### src/iopbm_regs.svh
`ifndef IOPBM_REGS_SVH
`define IOPBM_REGS_SVH
// ----------------------------------------
// register offsets (byte addresses)
// ----------------------------------------
`define IOPBM_OFS_IP 8'h00
`define IOPBM_OFS_OPERAND 8'h04
`define IOPBM_OFS_RETURN 8'h08
`define IOPBM_OFS_DSB 8'h0C
`define IOPBM_OFS_INTERRUPT_STATUS_REG 8'h10
`define IOPBM_OFS_DMA_MODE_REG 8'h14
`define IOPBM_OFS_CTRL 8'h18
`define IOPBM_OFS_MOVE 8'h1C
// ----------------------------------------
// instruction fields
// ----------------------------------------
`define IOPBM_TYPE_HI 31
`define IOPBM_TYPE_LO 30
`define IOPBM_OPC_HI 29
`define IOPBM_OPC_LO 27
`define IOPBM_PHASE_HI 26
`define IOPBM_PHASE_LO 24
`define IOPBM_REL_BIT 23
`define IOPBM_CARRY_BIT 21
`define IOPBM_IOTF_BIT 20
`define IOPBM_SENSE_BIT 19
`define IOPBM_DCMP_BIT 18
`define IOPBM_PCMP_BIT 17
`define IOPBM_WAIT_BIT 16
`define IOPBM_MMRES_HI 28
`define IOPBM_MMRES_LO 25
`define IOPBM_TYPE_XFER 2'h2
`define IOPBM_TYPE_MMOVE 2'h3
`define IOPBM_SOURCE_IN_IO_SPACE_BIT 5
`define IOPBM_DEST_IN_IO_SPACE_BIT 4
`define IOPBM_INTERRUPT_STATUS_REG_IOTF_BIT 2
`define IOPBM_INTERRUPT_STATUS_REG_ILL_BIT 1
`define IOPBM_INTERRUPT_STATUS_REG_HALT_BIT 0
`define IOPBM_IP_STEP 32'h00000008
`define IOPBM_ABS_STEP 32'h00000004
`define IOPBM_BURST 24'h000004
`endif

### src/iopbm_pkg.sv
`default_nettype none
package iopbm_pkg;
   // transfer control opcodes
   typedef enum logic [2:0] {
      IOPBM_OP_JUMP = 3'h0,
      IOPBM_OP_CALL = 3'h1,
      IOPBM_OP_RET = 3'h2,
      IOPBM_OP_INT = 3'h3
   } iopbm_op_t;
   // sequencer states, one-hot
   typedef enum logic [5:0] {
      IOPBM_ST_IDLE = 6'h01,
      IOPBM_ST_FETCH = 6'h02,
      IOPBM_ST_EXEC = 6'h04,
      IOPBM_ST_ABSF = 6'h08,
      IOPBM_ST_MOVE = 6'h10,
      IOPBM_ST_HALT = 6'h20
   } iopbm_state_t;
endpackage
`default_nettype wire

### src/iopbm_cond.sv
`timescale 1ns/1ps
`default_nettype none
`include "iopbm_regs.svh"
// condition evaluation of a transfer control instruction
module iopbm_cond
   import iopbm_pkg::*;
(
   // instruction word
   input wire logic [31:0] instr,
   // live state
   input wire logic alu_carry,
   input wire logic [2:0] latched_phase,
   input wire logic [7:0] first_received_byte,
   input wire logic initiator_mode,
   input wire logic attention_active,
   // result
   output logic taken
);
   // ----------------------------------------
   // compares
   // ----------------------------------------
   wire logic [7:0] dmask = instr[15:8];
   wire logic [7:0] dval = instr[7:0];
   // mask bit one ignores that bit
   wire logic data_true = ((first_received_byte ^ dval) & ~dmask) == 8'h00;
   // phase match or attention test
   wire logic phase_true = initiator_mode ?
      (latched_phase == instr[`IOPBM_PHASE_HI:`IOPBM_PHASE_LO]) : attention_active;
   wire logic use_d = instr[`IOPBM_DCMP_BIT];
   wire logic use_p = instr[`IOPBM_PCMP_BIT];
   wire logic sense = instr[`IOPBM_SENSE_BIT];
   // both enabled: all true or all false
   wire logic all_true = (!use_d || data_true) && (!use_p || phase_true);
   wire logic all_false = (!use_d || !data_true) && (!use_p || !phase_true);
   wire logic any_cmp = use_d || use_p;
   // carry test alone, sense selects polarity
   wire logic carry_hit = sense ? alu_carry : !alu_carry;
   wire logic cmp_hit = sense ? all_true : all_false;
   assign taken = instr[`IOPBM_CARRY_BIT] ? carry_hit : (any_cmp ? cmp_hit : 1'b1);
endmodule // iopbm_cond
`default_nettype wire

### src/iopbm_core.sv
`timescale 1ns/1ps
`default_nettype none
`include "iopbm_regs.svh"
module iopbm_core
   import iopbm_pkg::*;
(
   // clock and reset
   input wire logic sys_clk,
   input wire logic reset_n,
   // register port
   input wire logic [7:0] reg_addr,
   input wire logic [31:0] reg_wdata,
   input wire logic reg_wr,
   input wire logic reg_rd,
   output logic [31:0] reg_rdata,
   // instruction fetch: pointer out, three words in with the acknowledge
   output logic fetch_req,
   output logic [31:0] fetch_addr,
   input wire logic fetch_ack,
   input wire logic [31:0] fetch_word0,
   input wire logic [31:0] fetch_word1,
   input wire logic [31:0] fetch_word2,
   // memory move burst port
   output logic move_req,
   output logic [31:0] move_src,
   output logic [31:0] move_dst,
   output logic move_src_io,
   output logic move_dst_io,
   input wire logic move_ack,
   // peripheral bus state (pins)
   input wire logic bus_request_line_n,
   input wire logic bus_attention_line_n,
   input wire logic [2:0] bus_phase_pins,
   input wire logic initiator_mode,
   // core state
   input wire logic alu_carry,
   input wire logic [7:0] first_received_byte,
   // host interrupt
   output logic irq_n
);
   // ----------------------------------------
   // pin synchronisers
   // ----------------------------------------
   logic [4:0] sync1; // first stage, read only by sync2
   logic [4:0] sync2; // second stage
   always_ff @(posedge sys_clk) begin
      if (!reset_n) begin
         sync1 <= 5'h1F;
         sync2 <= 5'h1F;
      end else begin
         sync1 <= {bus_request_line_n, bus_attention_line_n, bus_phase_pins};
         sync2 <= sync1;
      end
   end
   wire logic req_n_s = sync2[4];
   wire logic atn_active = !sync2[3];
   logic req_n_d; // previous request level
   logic [2:0] latched_phase; // phase lines caught on request
   logic phase_new; // unserviced phase request pending
   wire logic req_fall = req_n_d && !req_n_s;
   // ----------------------------------------
   // registers
   // ----------------------------------------
   iopbm_state_t state;
   logic [31:0] ip; // instruction pointer
   logic [31:0] operand_address_reg; // second instruction word
   logic [31:0] return_reg; // single return level
   logic [31:0] data_structure_base; // base register
   logic [2:0] interrupt_status_reg; // on-the-fly, illegal, halted
   logic [7:0] dma_mode_reg;
   logic [31:0] instr; // first word of the executing instruction
   logic [31:0] next_address_reg; // move destination
   logic [23:0] byte_count; // remaining move bytes
   // ----------------------------------------
   // decode
   // ----------------------------------------
   wire logic [1:0] itype = instr[`IOPBM_TYPE_HI:`IOPBM_TYPE_LO];
   wire logic opcode_bit_two = instr[`IOPBM_OPC_HI];
   wire logic [2:0] opc = instr[`IOPBM_OPC_HI:`IOPBM_OPC_LO];
   wire logic is_xfer = itype == `IOPBM_TYPE_XFER;
   wire logic is_move = itype == `IOPBM_TYPE_MMOVE;
   // top bit set is reserved
   wire logic xfer_ill = is_xfer && opcode_bit_two;
   wire logic is_jump = opc == IOPBM_OP_JUMP;
   wire logic is_call = opc == IOPBM_OP_CALL;
   wire logic is_ret = opc == IOPBM_OP_RET;
   wire logic is_int = opc == IOPBM_OP_INT;
   // relative only for jump and call
   wire logic use_rel = instr[`IOPBM_REL_BIT] && (is_jump || is_call);
   // sign-extended offset added to next pointer
   wire logic [31:0] rel_target = ip + {{8{operand_address_reg[23]}}, operand_address_reg[23:0]};
   // compare deferred on wait bit
   wire logic need_wait = instr[`IOPBM_WAIT_BIT]
      && (instr[`IOPBM_DCMP_BIT] || instr[`IOPBM_PCMP_BIT]);
   wire logic cond_ready = !need_wait || phase_new;
   wire logic cond_taken;
   iopbm_cond u_cond (
      .instr(instr),
      .alu_carry(alu_carry),
      .latched_phase(latched_phase),
      .first_received_byte(first_received_byte),
      .initiator_mode(initiator_mode),
      .attention_active(atn_active),
      .taken(cond_taken)
   );
   // move checks
   wire logic move_misalign = operand_address_reg[1:0] != next_address_reg[1:0];
   wire logic move_resv = instr[`IOPBM_MMRES_HI:`IOPBM_MMRES_LO] != 4'h0;
   wire logic move_ill = is_move && (move_misalign || move_resv);
   wire logic ill = xfer_ill || move_ill || (!is_xfer && !is_move);
   wire logic int_fire = state == IOPBM_ST_EXEC && is_xfer && !xfer_ill && is_int
      && cond_ready && cond_taken;
   wire logic ip_write = reg_wr && reg_addr == `IOPBM_OFS_IP;
   wire logic [23:0] chunk = byte_count < `IOPBM_BURST ? byte_count : `IOPBM_BURST;
   // ----------------------------------------
   // request latch
   // ----------------------------------------
   always_ff @(posedge sys_clk) begin
      if (!reset_n) begin
         req_n_d <= 1'b1;
         latched_phase <= 3'h0;
         phase_new <= 1'b0;
      end else begin
         req_n_d <= req_n_s;
         if (req_fall) begin
            latched_phase <= sync2[2:0];
            phase_new <= 1'b1; // a new request wins over consumption
         end else if (state == IOPBM_ST_EXEC && is_xfer && need_wait && phase_new) begin
            phase_new <= 1'b0;
         end
      end
   end
   // ----------------------------------------
   // sequencer
   // ----------------------------------------
   always_ff @(posedge sys_clk) begin
      if (!reset_n) begin
         state <= IOPBM_ST_IDLE;
         ip <= 32'h00000000;
         operand_address_reg <= 32'h00000000;
         return_reg <= 32'h00000000;
         instr <= 32'h00000000;
         next_address_reg <= 32'h00000000;
         byte_count <= 24'h000000;
         irq_n <= 1'b1;
      end else begin
         case (state)
            IOPBM_ST_IDLE, IOPBM_ST_HALT: begin
               // pointer write resumes
               if (ip_write) begin
                  ip <= reg_wdata;
                  irq_n <= 1'b1;
                  state <= IOPBM_ST_FETCH;
               end
            end
            IOPBM_ST_FETCH: begin
               if (fetch_ack) begin
                  instr <= fetch_word0;
                  // vector kept readable
                  operand_address_reg <= fetch_word1;
                  next_address_reg <= fetch_word2;
                  byte_count <= fetch_word0[23:0];
                  ip <= ip + (fetch_word0[31:30] == `IOPBM_TYPE_MMOVE ?
                     `IOPBM_IP_STEP + `IOPBM_ABS_STEP : `IOPBM_IP_STEP);
                  state <= IOPBM_ST_EXEC;
               end
            end
            IOPBM_ST_EXEC: begin
               if (ill) begin
                  state <= IOPBM_ST_HALT;
               end else if (is_move) begin
                  // bursts until count is zero
                  state <= byte_count == 24'h000000 ? IOPBM_ST_FETCH : IOPBM_ST_MOVE;
               end else if (cond_ready) begin
                  if (!cond_taken) begin
                     state <= IOPBM_ST_FETCH; // pointer untouched
                  end else if (is_ret) begin
                     ip <= return_reg; // no call check
                     state <= IOPBM_ST_FETCH;
                  end else if (is_int) begin
                     if (instr[`IOPBM_IOTF_BIT]) begin
                        state <= IOPBM_ST_FETCH; // on the fly
                     end else begin
                        irq_n <= 1'b0;
                        state <= IOPBM_ST_HALT;
                     end
                  end else begin
                     if (is_call) begin
                        return_reg <= ip;
                     end
                     if (use_rel) begin
                        ip <= rel_target;
                        state <= IOPBM_ST_FETCH;
                     end else begin
                        ip <= operand_address_reg;
                        state <= IOPBM_ST_ABSF;
                     end
                  end
               end
            end
            IOPBM_ST_ABSF: begin
               // fetch at target, then pointer = target + 4
               if (fetch_ack) begin
                  instr <= fetch_word0;
                  operand_address_reg <= fetch_word1;
                  next_address_reg <= fetch_word2;
                  byte_count <= fetch_word0[23:0];
                  ip <= ip + `IOPBM_ABS_STEP;
                  state <= IOPBM_ST_EXEC;
               end
            end
            IOPBM_ST_MOVE: begin
               if (move_ack) begin
                  // staged burst done
                  operand_address_reg <= operand_address_reg + {8'h00, chunk};
                  next_address_reg <= next_address_reg + {8'h00, chunk};
                  byte_count <= byte_count - chunk;
                  if (byte_count == chunk) begin
                     state <= IOPBM_ST_FETCH;
                  end
               end
            end
            default: begin
               state <= IOPBM_ST_IDLE;
            end
         endcase
      end
   end
   // ----------------------------------------
   // software registers
   // ----------------------------------------
   wire logic ill_event = state == IOPBM_ST_EXEC && ill;
   wire logic iotf_event = state == IOPBM_ST_EXEC && is_xfer && !xfer_ill && is_int
      && cond_ready && cond_taken && instr[`IOPBM_IOTF_BIT];
   wire logic interrupt_status_reg_wr = reg_wr && reg_addr == `IOPBM_OFS_INTERRUPT_STATUS_REG;
   always_ff @(posedge sys_clk) begin
      if (!reset_n) begin
         interrupt_status_reg <= 3'h0;
         dma_mode_reg <= 8'h00;
         data_structure_base <= 32'h00000000;
      end else begin
         // write one clears; hardware set wins
         interrupt_status_reg <= (interrupt_status_reg & ~(interrupt_status_reg_wr ? reg_wdata[2:0] : 3'h0))
            | {iotf_event, ill_event, int_fire && !instr[`IOPBM_IOTF_BIT]};
         if (reg_wr && reg_addr == `IOPBM_OFS_DMA_MODE_REG) begin
            dma_mode_reg <= reg_wdata[7:0];
         end
         // only software writes it; moves leave it alone
         if (reg_wr && reg_addr == `IOPBM_OFS_DSB) begin
            data_structure_base <= reg_wdata;
         end
      end
   end
   // ----------------------------------------
   // read port
   // ----------------------------------------
   logic [31:0] next_rdata;
   always_comb begin
      case (reg_addr)
         `IOPBM_OFS_IP: next_rdata = ip;
         `IOPBM_OFS_OPERAND: next_rdata = operand_address_reg;
         `IOPBM_OFS_RETURN: next_rdata = return_reg;
         `IOPBM_OFS_DSB: next_rdata = data_structure_base;
         `IOPBM_OFS_INTERRUPT_STATUS_REG: next_rdata = {29'h0, interrupt_status_reg};
         `IOPBM_OFS_DMA_MODE_REG: next_rdata = {24'h0, dma_mode_reg};
         `IOPBM_OFS_CTRL: next_rdata = {26'h0, state};
         `IOPBM_OFS_MOVE: next_rdata = {8'h00, byte_count};
         default: next_rdata = 32'h00000000;
      endcase
   end
   always_ff @(posedge sys_clk) begin
      if (!reset_n) begin
         reg_rdata <= 32'h00000000;
      end else begin
         reg_rdata <= reg_rd ? next_rdata : 32'h00000000;
      end
   end
   // ----------------------------------------
   // outputs
   // ----------------------------------------
   wire logic source_in_io_space = dma_mode_reg[`IOPBM_SOURCE_IN_IO_SPACE_BIT];
   wire logic dest_in_io_space = dma_mode_reg[`IOPBM_DEST_IN_IO_SPACE_BIT];
   assign fetch_req = state == IOPBM_ST_FETCH || state == IOPBM_ST_ABSF;
   assign fetch_addr = ip;
   assign move_req = state == IOPBM_ST_MOVE;
   assign move_src = operand_address_reg;
   assign move_dst = next_address_reg;
   assign move_src_io = source_in_io_space;
   assign move_dst_io = dest_in_io_space;
   // ----------------------------------------
   // checks
   // ----------------------------------------
   chk_call_saves: assert property (@(posedge sys_clk) disable iff (!reset_n)
      state == IOPBM_ST_EXEC && is_xfer && !xfer_ill && is_call && cond_ready && cond_taken
      |=> return_reg == $past(ip)) else $error("call did not save pointer");
   chk_ret_loads: assert property (@(posedge sys_clk) disable iff (!reset_n)
      state == IOPBM_ST_EXEC && is_xfer && !xfer_ill && is_ret && cond_ready && cond_taken
      |=> ip == $past(return_reg)) else $error("return did not reload pointer");
   chk_int_irq: assert property (@(posedge sys_clk) disable iff (!reset_n)
      int_fire && !instr[`IOPBM_IOTF_BIT] |=> !irq_n && state == IOPBM_ST_HALT)
      else $error("interrupt not raised");
   chk_halt_stays: assert property (@(posedge sys_clk) disable iff (!reset_n)
      state == IOPBM_ST_HALT && !ip_write |=> state == IOPBM_ST_HALT)
      else $error("left halt without pointer write");
   chk_iotf_flag: assert property (@(posedge sys_clk) disable iff (!reset_n)
      iotf_event |=> interrupt_status_reg[2] && irq_n && state == IOPBM_ST_FETCH)
      else $error("on-the-fly wrong");
   chk_rel_target: assert property (@(posedge sys_clk) disable iff (!reset_n)
      state == IOPBM_ST_EXEC && is_xfer && !xfer_ill && use_rel && cond_ready && cond_taken
      && (is_jump || is_call) |=> ip == $past(rel_target)) else $error("relative target wrong");
   chk_not_taken: assert property (@(posedge sys_clk) disable iff (!reset_n)
      state == IOPBM_ST_EXEC && is_xfer && !ill && cond_ready && !cond_taken
      |=> $stable(ip) && state == IOPBM_ST_FETCH) else $error("not taken changed pointer");
   chk_wait_stall: assert property (@(posedge sys_clk) disable iff (!reset_n)
      state == IOPBM_ST_EXEC && is_xfer && !ill && need_wait && !phase_new
      |=> state == IOPBM_ST_EXEC) else $error("compare did not wait for request");
   chk_abs_step: assert property (@(posedge sys_clk) disable iff (!reset_n)
      state == IOPBM_ST_ABSF && fetch_ack |=> ip == $past(ip) + 32'h00000004)
      else $error("absolute pointer step wrong");
   chk_move_ill: assert property (@(posedge sys_clk) disable iff (!reset_n)
      state == IOPBM_ST_EXEC && is_move && move_misalign |=> interrupt_status_reg[1])
      else $error("misaligned move not flagged");
   chk_dsb_kept: assert property (@(posedge sys_clk) disable iff (!reset_n)
      state == IOPBM_ST_MOVE && !reg_wr |=> $stable(data_structure_base))
      else $error("base changed by move");
   cov_call: cover property (@(posedge sys_clk) state == IOPBM_ST_EXEC && is_call && cond_taken);
   cov_halt: cover property (@(posedge sys_clk) !irq_n);
   cov_move: cover property (@(posedge sys_clk) move_req && move_ack);
endmodule // iopbm_core
`default_nettype wire

### config.mk
export PLATFORM = sky130hd
export DESIGN_NAME = iopbm_core
export DESIGN_NICKNAME = d
export VERILOG_FILES = /design/src/iopbm_pkg.sv /design/src/iopbm_cond.sv /design/src/iopbm_core.sv
export VERILOG_INCLUDE_DIRS = /design/src
export SDC_FILE = /design/constraint.sdc
export NUM_CORES = 1
export LEC_CHECK = 0
export BUFFER_PORTS_ARGS = -buffer_cell sky130_fd_sc_hd__buf_4
export CAP_MARGIN = 30
export CELL_PAD_IN_SITES_DETAIL_PLACEMENT = 1
export CELL_PAD_IN_SITES_GLOBAL_PLACEMENT = 2
export CORE_MARGIN = 8
export CORE_UTILIZATION = 36
export CTS_CLUSTER_SIZE = 12
export DETAILED_ROUTE_END_ITERATION = 8
export GPL_TIMING_DRIVEN = 0
export PLACE_DENSITY_LB_ADDON = 0.1
export SETUP_SLACK_MARGIN = 0.15
export SLEW_MARGIN = 20
export SYNTH_ARGS = -nofsm -noshare
export SYNTH_HDL_FRONTEND = slang
export SYNTH_SLANG_ARGS = --single-unit
### constraint.sdc
create_clock -name sys_clk -period 7.7 [get_ports sys_clk]
set_input_delay 0 -clock sys_clk [delete_from_list [all_inputs] [get_ports sys_clk]]
set_output_delay 0 -clock sys_clk [all_outputs]
set_load 0.02 [all_outputs]
==> results of run 1 <==
cells in the mapped netlist, drive strengths merged (27+ instances only):
master    n  area share [%]
a31oi    48             1.7
a22oi    72             3.0
xnor2    63             3.1
o211ai   30             1.3
a311oi   29             1.4
ha       74             5.2
xor2     27             1.3
dfxtp   280              32
nor3     44             1.3
clkbuf  139             2.9
o21ai   133             3.7
nand3    65             1.9
nor2    231             4.9
mux2i    51             2.9
a21oi   244             6.9
o22ai    28            0.98
inv      46            0.97
nand2   314             6.6
a21o     34             1.4
worst paths after layout:
| check | startpoint | to | slack, ns | depth (start not counted) |
|---|---|---|---|---|
| worst min register to register | sync1[3] | sync2[3] | 0.41 | 1 |
| worst max-delay path | byte_count[13] | move_src[30] | 2.30 | 16 |
| worst min-delay path | reg_addr[5] | reg_rdata[2] | 0.06 | 5 |
| worst max register to register | byte_count[13] | move_src[30] | 2.30 | 16 |
per-layer routing:
layer,routed length (µm),global-route usage [%],up-vias
li1,-,-,9586
met1,40400,41.4,10655
met2,47400,57.3,1089
met3,8480,7.43,295
met4,6300,20.2,2
met5,13,0,-
per-stage QoR:
step	total power, µW	area, µm²	worst slack, ns
floorplan	3060	17900	3.71
global placement	3900	20900	2.39
detailed placement	3940	21000	2.44
CTS	5890	23700	2.41
global route	6180	23700	2.13
finish	5950	23700	2.30
area by class of cell:
type                    count  area share (%)
diodes                      2          0.0211
plain buffers             160            2.61
clock buffers              54            4.74
clock inverters            12           0.718
inverters                  47           0.744
multi-input cells        1881            48.6
flip-flops and latches    280            23.6
well taps                 664            3.51
repair buffers            436            15.4
cells by family (layout without fill, tap and decap cells):
| kind of cell | Yosys count | after routing | share of synthesized area, % |
|---|---|---|---|
| and+or+nand+nor | 835 | 835 | 21.7 |
| DFF | 280 | 280 | 31.5 |
| AOI/OAI and AO/OA | 785 | 785 | 29.0 |
| other | 2 | 37 | 0.0422 |
| muxes | 60 | 60 | 3.44 |
| buffers and inverters | 207 | 709 | 4.47 |
| adders and majority gates | 76 | 76 | 5.43 |
| xor gates and xnor gates | 90 | 90 | 4.43 |
worst max-delay path: stages, from the launching register on:
cell      delay (ns)
dfxtp_1         0.43
nor4_2          0.56
nand3_1         0.19
or3_1           0.46
nor2_2          0.34
inv_1           0.19
ha_1            0.31
clkbuf_1        0.31
a21oi_1         0.14
o21ai_0         0.27
a211oi_1        0.12
a21oi_1         0.44
a21oi_1         0.18
o21ai_0         0.84
nand2_1         0.16
mux2i_1         0.20
o22ai_1         0.10
power by group through the flow:
| stage | clock network, µW | registers [µW] | logic [µW] |
|---|---|---|---|
| after floorplan | 0 | 1870 | 1190 |
| after global placement | 0 | 1900 | 2000 |
| after detailed placement | 0 | 1910 | 2040 |
| after CTS | 1910 | 1880 | 2100 |
| after global routing | 1970 | 1900 | 2320 |
| final | 1900 | 1890 | 2160 |
==> summary.txt, run 1 <==
Status
  – Status: finished clean

Power and ir drop
  – Power Density: 251 nW/µm²
  – Leakage power: 0.00917 µW
  – Net load switching power: 2440 µW
  – Clock network fraction of total power: 31.9%
  – Switching Fraction: 41.0%
  – Maximum vdd drop: 0.142 mV
  – Sequential share of power: 31.8%
  – Gate power share: 36.3%
  – Internal power: 3510 µW

Floorplanning
  – Row cnt: 81
  – Die area: 56800 µm²
  – Die Wd: 238 µm
  – # IOs: 290
  – Core footprint: 48800 µm²
  – Initial Utilization: 36.4%
  – Die Y-Extent: 238 µm

Routing
  – Via count: 21627
  – Pre-antenna DRT Iters: 6
  – Via-to-Cell Ratio: 6.12
  – WL/cell: 29.0 µm
  – DRT antenna net count: 0
  – Drc violations: 0
  – DR iter-0 viols: 2100
  – Final WL: 103 mm

Timing
  – Pins Over Slew Limit: 0
  – Final Skew: 0.0189 ns
  – Slew @ Worst Pin: 1.09 ns
  – Hold WS: 0.0564 ns
  – Max Clk Rate: 185 MHz
  – Setup TNS: 0 ns
  – Final setup fails: 0
  – Rel. slew slack: 27.1%
  – Period utilisation layout: 70.2%
  – Final min period: 5.40 ns
  – Final Hold Vio Count: 0
  – RSZ-0062 raised after global routing: false

Clocking
  – Clk sinks: 280
  – CTS Hold Bufs: 140
  – Setup Buffers After CTS: 0
  – CTS tree: built
  – CTS H-tree lvls: 2
  – Clock buffer count from CTS: 37
  – Clock Latency Late Sink: 0.58 ns
  – CTS Root Cell: clkbuf_16
  – Clock-pin slew on the worst setup and hold paths: 0.06 ns
  – Post-cts resize count: 0
  – Max Root-Sink Buffers: 3

Logic synthesis
  – Post-synth EDFFs: 0
  – Synth Cell Area: 17800 µm²
  – Synth Area per Inst: 7.62 µm²
  – #FFs+latches synth: 280
  – Ys flop type: dfxtp_1
  – Yosys warns: 0
  – Synth unique cells: 86
  – Post-Synthesis Cells: 2335
  – Seq/Total Area, Yosys: 31.5%
  – Post-synth ARST share: 0%

Layout
  – NumNets Final: 3076
  – Fraction of layout cells with a size suffix above 1: 14.2%
  – # fillers: 6022
  – Final std cells w/o fill: 3536
  – Layout area overhead: 33.2%
  – Most frequent cells in the layout: nand2_1 (313), buf_4 (289), dfxtp_1 (280)
  – Area of the multi-input gates: 11500 µm²
  – Commonest non-fill, non-tap cell in the layout: nand2_1
  – Seq. cell area: 5610 µm²
  – Final core utilization: 48.5%

Place
  – Port-buffer cells: 288
  – Gpl congestion: 0.989
  – Dpl hpwl: 77.8 mm
  – Post-Place Cells: 3325

GRT
  – First-pass GRT wire length: 148 mm
  – Initial antenna violation count: 4
  – Total gr overflow: 0
  – Largest net degree at the start of global routing: 15
  – All-Layer GR Usage: 34.7%
  – Vias in the first global route: 22330

Critical path
  – CP Data Required Time: 8.11 ns
  – Worst Setup Start Kind: register
  – Critical Path End Type: register
  – CP arrival: 5.82 ns
  – Crit Path Max Fanout: 8
  – Crit path kind: reg2reg

Min path
  – Hold WC Path Type: in2reg

Job
  – Max-cap violations: 0
Power figures use the tool's default switching activity.
==> run 2, diff against run 1 <==
--- a/config.mk
+++ b/config.mk
@@ -6,12 +6,13 @@
 export SDC_FILE = /design/constraint.sdc
 export NUM_CORES = 1
 export LEC_CHECK = 0
+export ABC_AREA = 1
 export BUFFER_PORTS_ARGS = -buffer_cell sky130_fd_sc_hd__buf_4
 export CAP_MARGIN = 30
 export CELL_PAD_IN_SITES_DETAIL_PLACEMENT = 1
 export CELL_PAD_IN_SITES_GLOBAL_PLACEMENT = 2
 export CORE_MARGIN = 8
-export CORE_UTILIZATION = 36
+export CORE_UTILIZATION = 28
 export CTS_CLUSTER_SIZE = 12
 export DETAILED_ROUTE_END_ITERATION = 8
 export GPL_TIMING_DRIVEN = 0
==> constraint.sdc (replaced) <==
create_clock -name sys_clk -period 4.35 [get_ports sys_clk]
set_input_delay 0 -clock sys_clk [delete_from_list [all_inputs] [get_ports sys_clk]]
set_output_delay 0 -clock sys_clk [all_outputs]
set_load 0.02 [all_outputs]
==> summary.txt, run 2 <==
Logic synthesis
  – Post-Synthesis Cells: 3058
  – Ys flop type: dfxtp_1
  – Post-synth top cells: nand2_1 (638), nor2_1 (463), a21oi_1 (361)
  – #FFs+latches synth: 280
  – Synth unique cells: 63
  – Synth top area share: 29.2%
  – Synth area leader: dfxtp_1
  – Largest cells by area after synthesis: dfxtp_1 (29%), nand2_1 (12%), a21oi_1 (9.4%), nor2_1 (9.0%), o21ai_0 (7.4%)
  – Seq/Total Area, Yosys: 29.2%
  – Synth Cell Area: 19200 µm²
  – Synth Area per Inst: 6.28 µm²
  – Post-synth ARST share: 0%
  – Post-synth EDFFs: 0
  – Yosys warns: 0
  – Most common cell in the netlist: nand2_1

Timing
  – Pins Over Slew Limit: 0
  – Slew @ Worst Pin: 1.06 ns
  – Max Clk Rate: 258 MHz
  – Final Hold Vio Count: 0
  – Period utilisation layout: 89.1%
  – RSZ-0062 raised after global routing: false
  – Final setup fails: 0
  – Setup TNS: 0 ns
  – Final min period: 3.88 ns
  – Rel. slew slack: 29.5%
  – Final Skew: 0.0400 ns

Layout
  – NumNets Final: 3799
  – Layout area overhead: 32.3%
  – ANT cells: 0
  – Final core utilization: 37.2%
  – Commonest non-fill, non-tap cell in the layout: nand2_1
  – Most frequent cells in the layout: nand2_1 (637), nor2_1 (459), a21oi_1 (361)
  – Fraction of layout cells with a size suffix above 1: 13.1%

Critical path
  – CP arrival: 4.32 ns
  – Worst Setup Start Kind: register
  – CP Data Required Time: 4.80 ns
  – Crit path depth: 22
  – R2R setup slack: 0.47 ns
  – Top cell family by delay on the critical path: simple AND/OR/NAND/NOR gates
  – Critical Path End Type: register
  – CP Cell Sequence: nor2_2, inv_1, nor4_4, inv_2, nand2_1, ha_1, inv_1, fa_2, nor2_2, nand2_2, nor3_4, nand3_2, nor2_2, nand4_1, nor2_4, nand3_2, inv_1, nand2_1, nand3_1, nand3_1, a21oi_1, nor2_1
  – Worst r2r src: state[0]
  – Crit path to: fetch_addr[26]
  – Crit Path Max Fanout: 4
  – Reg2reg path depth: 22
  – Slowest-stage cell, CP: fa_2
  – Critical Path Source: state[0]
  – Crit path kind: reg2reg
  – Buf+Inv Stages, Crit Path: 4
  – Worst reg2reg endpoint: fetch_addr[26]
  – Crit-path max cell delay: 0.38 ns

Min path
  – Worst hold path depth: 5
  – Hold WC Path Type: in2reg

Floorplanning
  – Die area: 77200 µm²
  – Initial Utilization: 28.1%
  – Row cnt: 96
  – Die Y-Extent: 278 µm
  – # IOs: 290
  – Die Wd: 278 µm
  – Core footprint: 68200 µm²

GRT
  – All-Layer GR Usage: 27.2%
  – Total gr overflow: 0
  – Initial antenna violation count: 5
  – Vias in the first global route: 24414
  – First-pass GRT wire length: 160 mm
  – Largest net degree at the start of global routing: 15

Power and ir drop
  – Clock network fraction of total power: 29.3%
  – Gate power share: 39.9%
  – Net load switching power: 4930 µW
  – Switching Fraction: 44.0%
  – Design Power: 11200 µW
  – Sequential share of power: 30.8%
  – Leakage power: 0.0109 µW
  – Maximum vdd drop: 0.227 mV
  – Internal power: 6270 µW
  – Power Density: 441 nW/µm²

Routing
  – WL/cell: 24.3 µm
  – DR iter-0 viols: 1382
  – Drc violations: 0
  – Via-to-Cell Ratio: 5.25
  – Final WL: 109 mm
  – Via count: 23506
  – Pre-antenna DRT Iters: 5
  – DRT antenna net count: 0

Clocking
  – Clk sinks: 280
  – CTS Root Cell: clkbuf_16
  – Clock buffer count from CTS: 38
  – CTS H-tree lvls: 2
  – CTS tree: built
  – Clock Latency Late Sink: 0.59 ns
  – Max Root-Sink Buffers: 3
  – Clock-pin slew on the worst setup and hold paths: 0.06 ns

Place
  – Gpl congestion: 0.956
  – Port-buffer cells: 287
  – Dpl hpwl: 88.7 mm

Job
  – Max-cap violations: 0

Status
  – Status: finished clean
run 2: cell types whose count changed in the layout (fill, tap and decap cells not counted), sizes merged, moves of 70 or more:
cell   previous run  this run
a21oi           244       366
a22oi            72         1
inv              47       290
nand2           314       663
nand3            65       135
nor2            231       476
o21ai           133       299
run 2: area by class of cell:
cell class / instances / area [µm²]
clock buffer: 52 / 1080
multi-input combinational: 2387 / 12100
sequential: 280 / 5610
buffer: 131 / 551
inverter: 293 / 1100
timing repair buffer: 435 / 3650
tap: 882 / 1100
clock inverter: 14 / 199
fill: 8814 / 42800
run 2: per-stage QoR:
| step | std cells | instance area (µm²) | hold slack (ns) | setup slack (ns) |
|---|---|---|---|---|
| 2_1_floorplan | 3091 | 19300 | 0.107 | 1.28 |
| 3_3_place_gp | 4260 | 22600 | 0.190 | 0.339 |
| 3_5_place_dp | 4265 | 22700 | 0.191 | 0.230 |
| 4_1_cts | 4470 | 25300 | 0.0146 | 0.168 |
| 5_1_grt | 4474 | 25400 | 0.107 | 0.191 |
| 6_report | 4474 | 25400 | 0.0414 | 0.474 |
run 2: worst reg2reg max path, stage by stage (launching register included):
cell and delay, ns:
dfxtp_1 0.34, nor2_2 0.13, inv_1 0.10, nor4_4 0.32
inv_2 0.11, nand2_1 0.09, ha_1 0.19, inv_1 0.09
fa_2 0.38, nor2_2 0.14, nand2_2 0.09, nor3_4 0.29
nand3_2 0.12, nor2_2 0.14, nand4_1 0.22, nor2_4 0.26
nand3_2 0.11, inv_1 0.10, nand2_1 0.05, nand3_1 0.12
nand3_1 0.10, a21oi_1 0.16, nor2_1 0.06
run 2: logic make-up (layout without fill, tap and decap cells):
kind of cell             count (synthesis)  after routing  share of synthesized area (%)
XOR/XNOR                                58             58                           2.65
adder cells (fa/ha/maj)                 76             76                           5.03
AO/OA/AOI/OAI                          822            822                           23.8
AND/OR/NAND/NOR                       1396           1396                           30.7
flip-flops                             280            280                           29.2
other                                    2             35                         0.0391
buffers and inverters                  424            925                           8.59
run 2: power groups by stage:
stage	Clock, µW	Sequential, µW	Combinational, µW
floorplan	0	3390	2540
global placement	0	3500	4230
detailed placement	0	3500	4300
CTS	3360	3440	4420
global route	3440	3470	4900
finish	3280	3450	4460
run 2: worst min-delay path by stage:
stage	slack, ns	from	endpoint
detailed placement	0.19	bus_phase_pins[1]	sync1[1]
CTS	0.01	move_ack	state[1]
global route	0.11	move_ack	state[1]
floorplan	0.11	bus_phase_pins[0]	sync1[0]
finish	0.04	move_ack	state[1]
global placement	0.19	bus_phase_pins[1]	sync1[1]
run 2: per-layer routing:
metal  vias to the layer above  share of wire (%)  global-route usage [%]
li1                      11215                  -                       -
met1                     11508                 44                    34.8
met2                       620                 47                    46.7
met3                       161                4.8                    3.50
met4                         2                3.7                    9.02
met5                         -              0.012                       0
run 2: repair_timing:
| item | 4_1_cts | 5_1_grt |
|---|---|---|
| setup buffers | 0 | 3 |
| setup endpoints to repair | 0 | 7 |
| endpoints found under the hold margin | 201 | 0 |
| hold buffers | 139 | 0 |
| resized for setup | 0 | 11 |
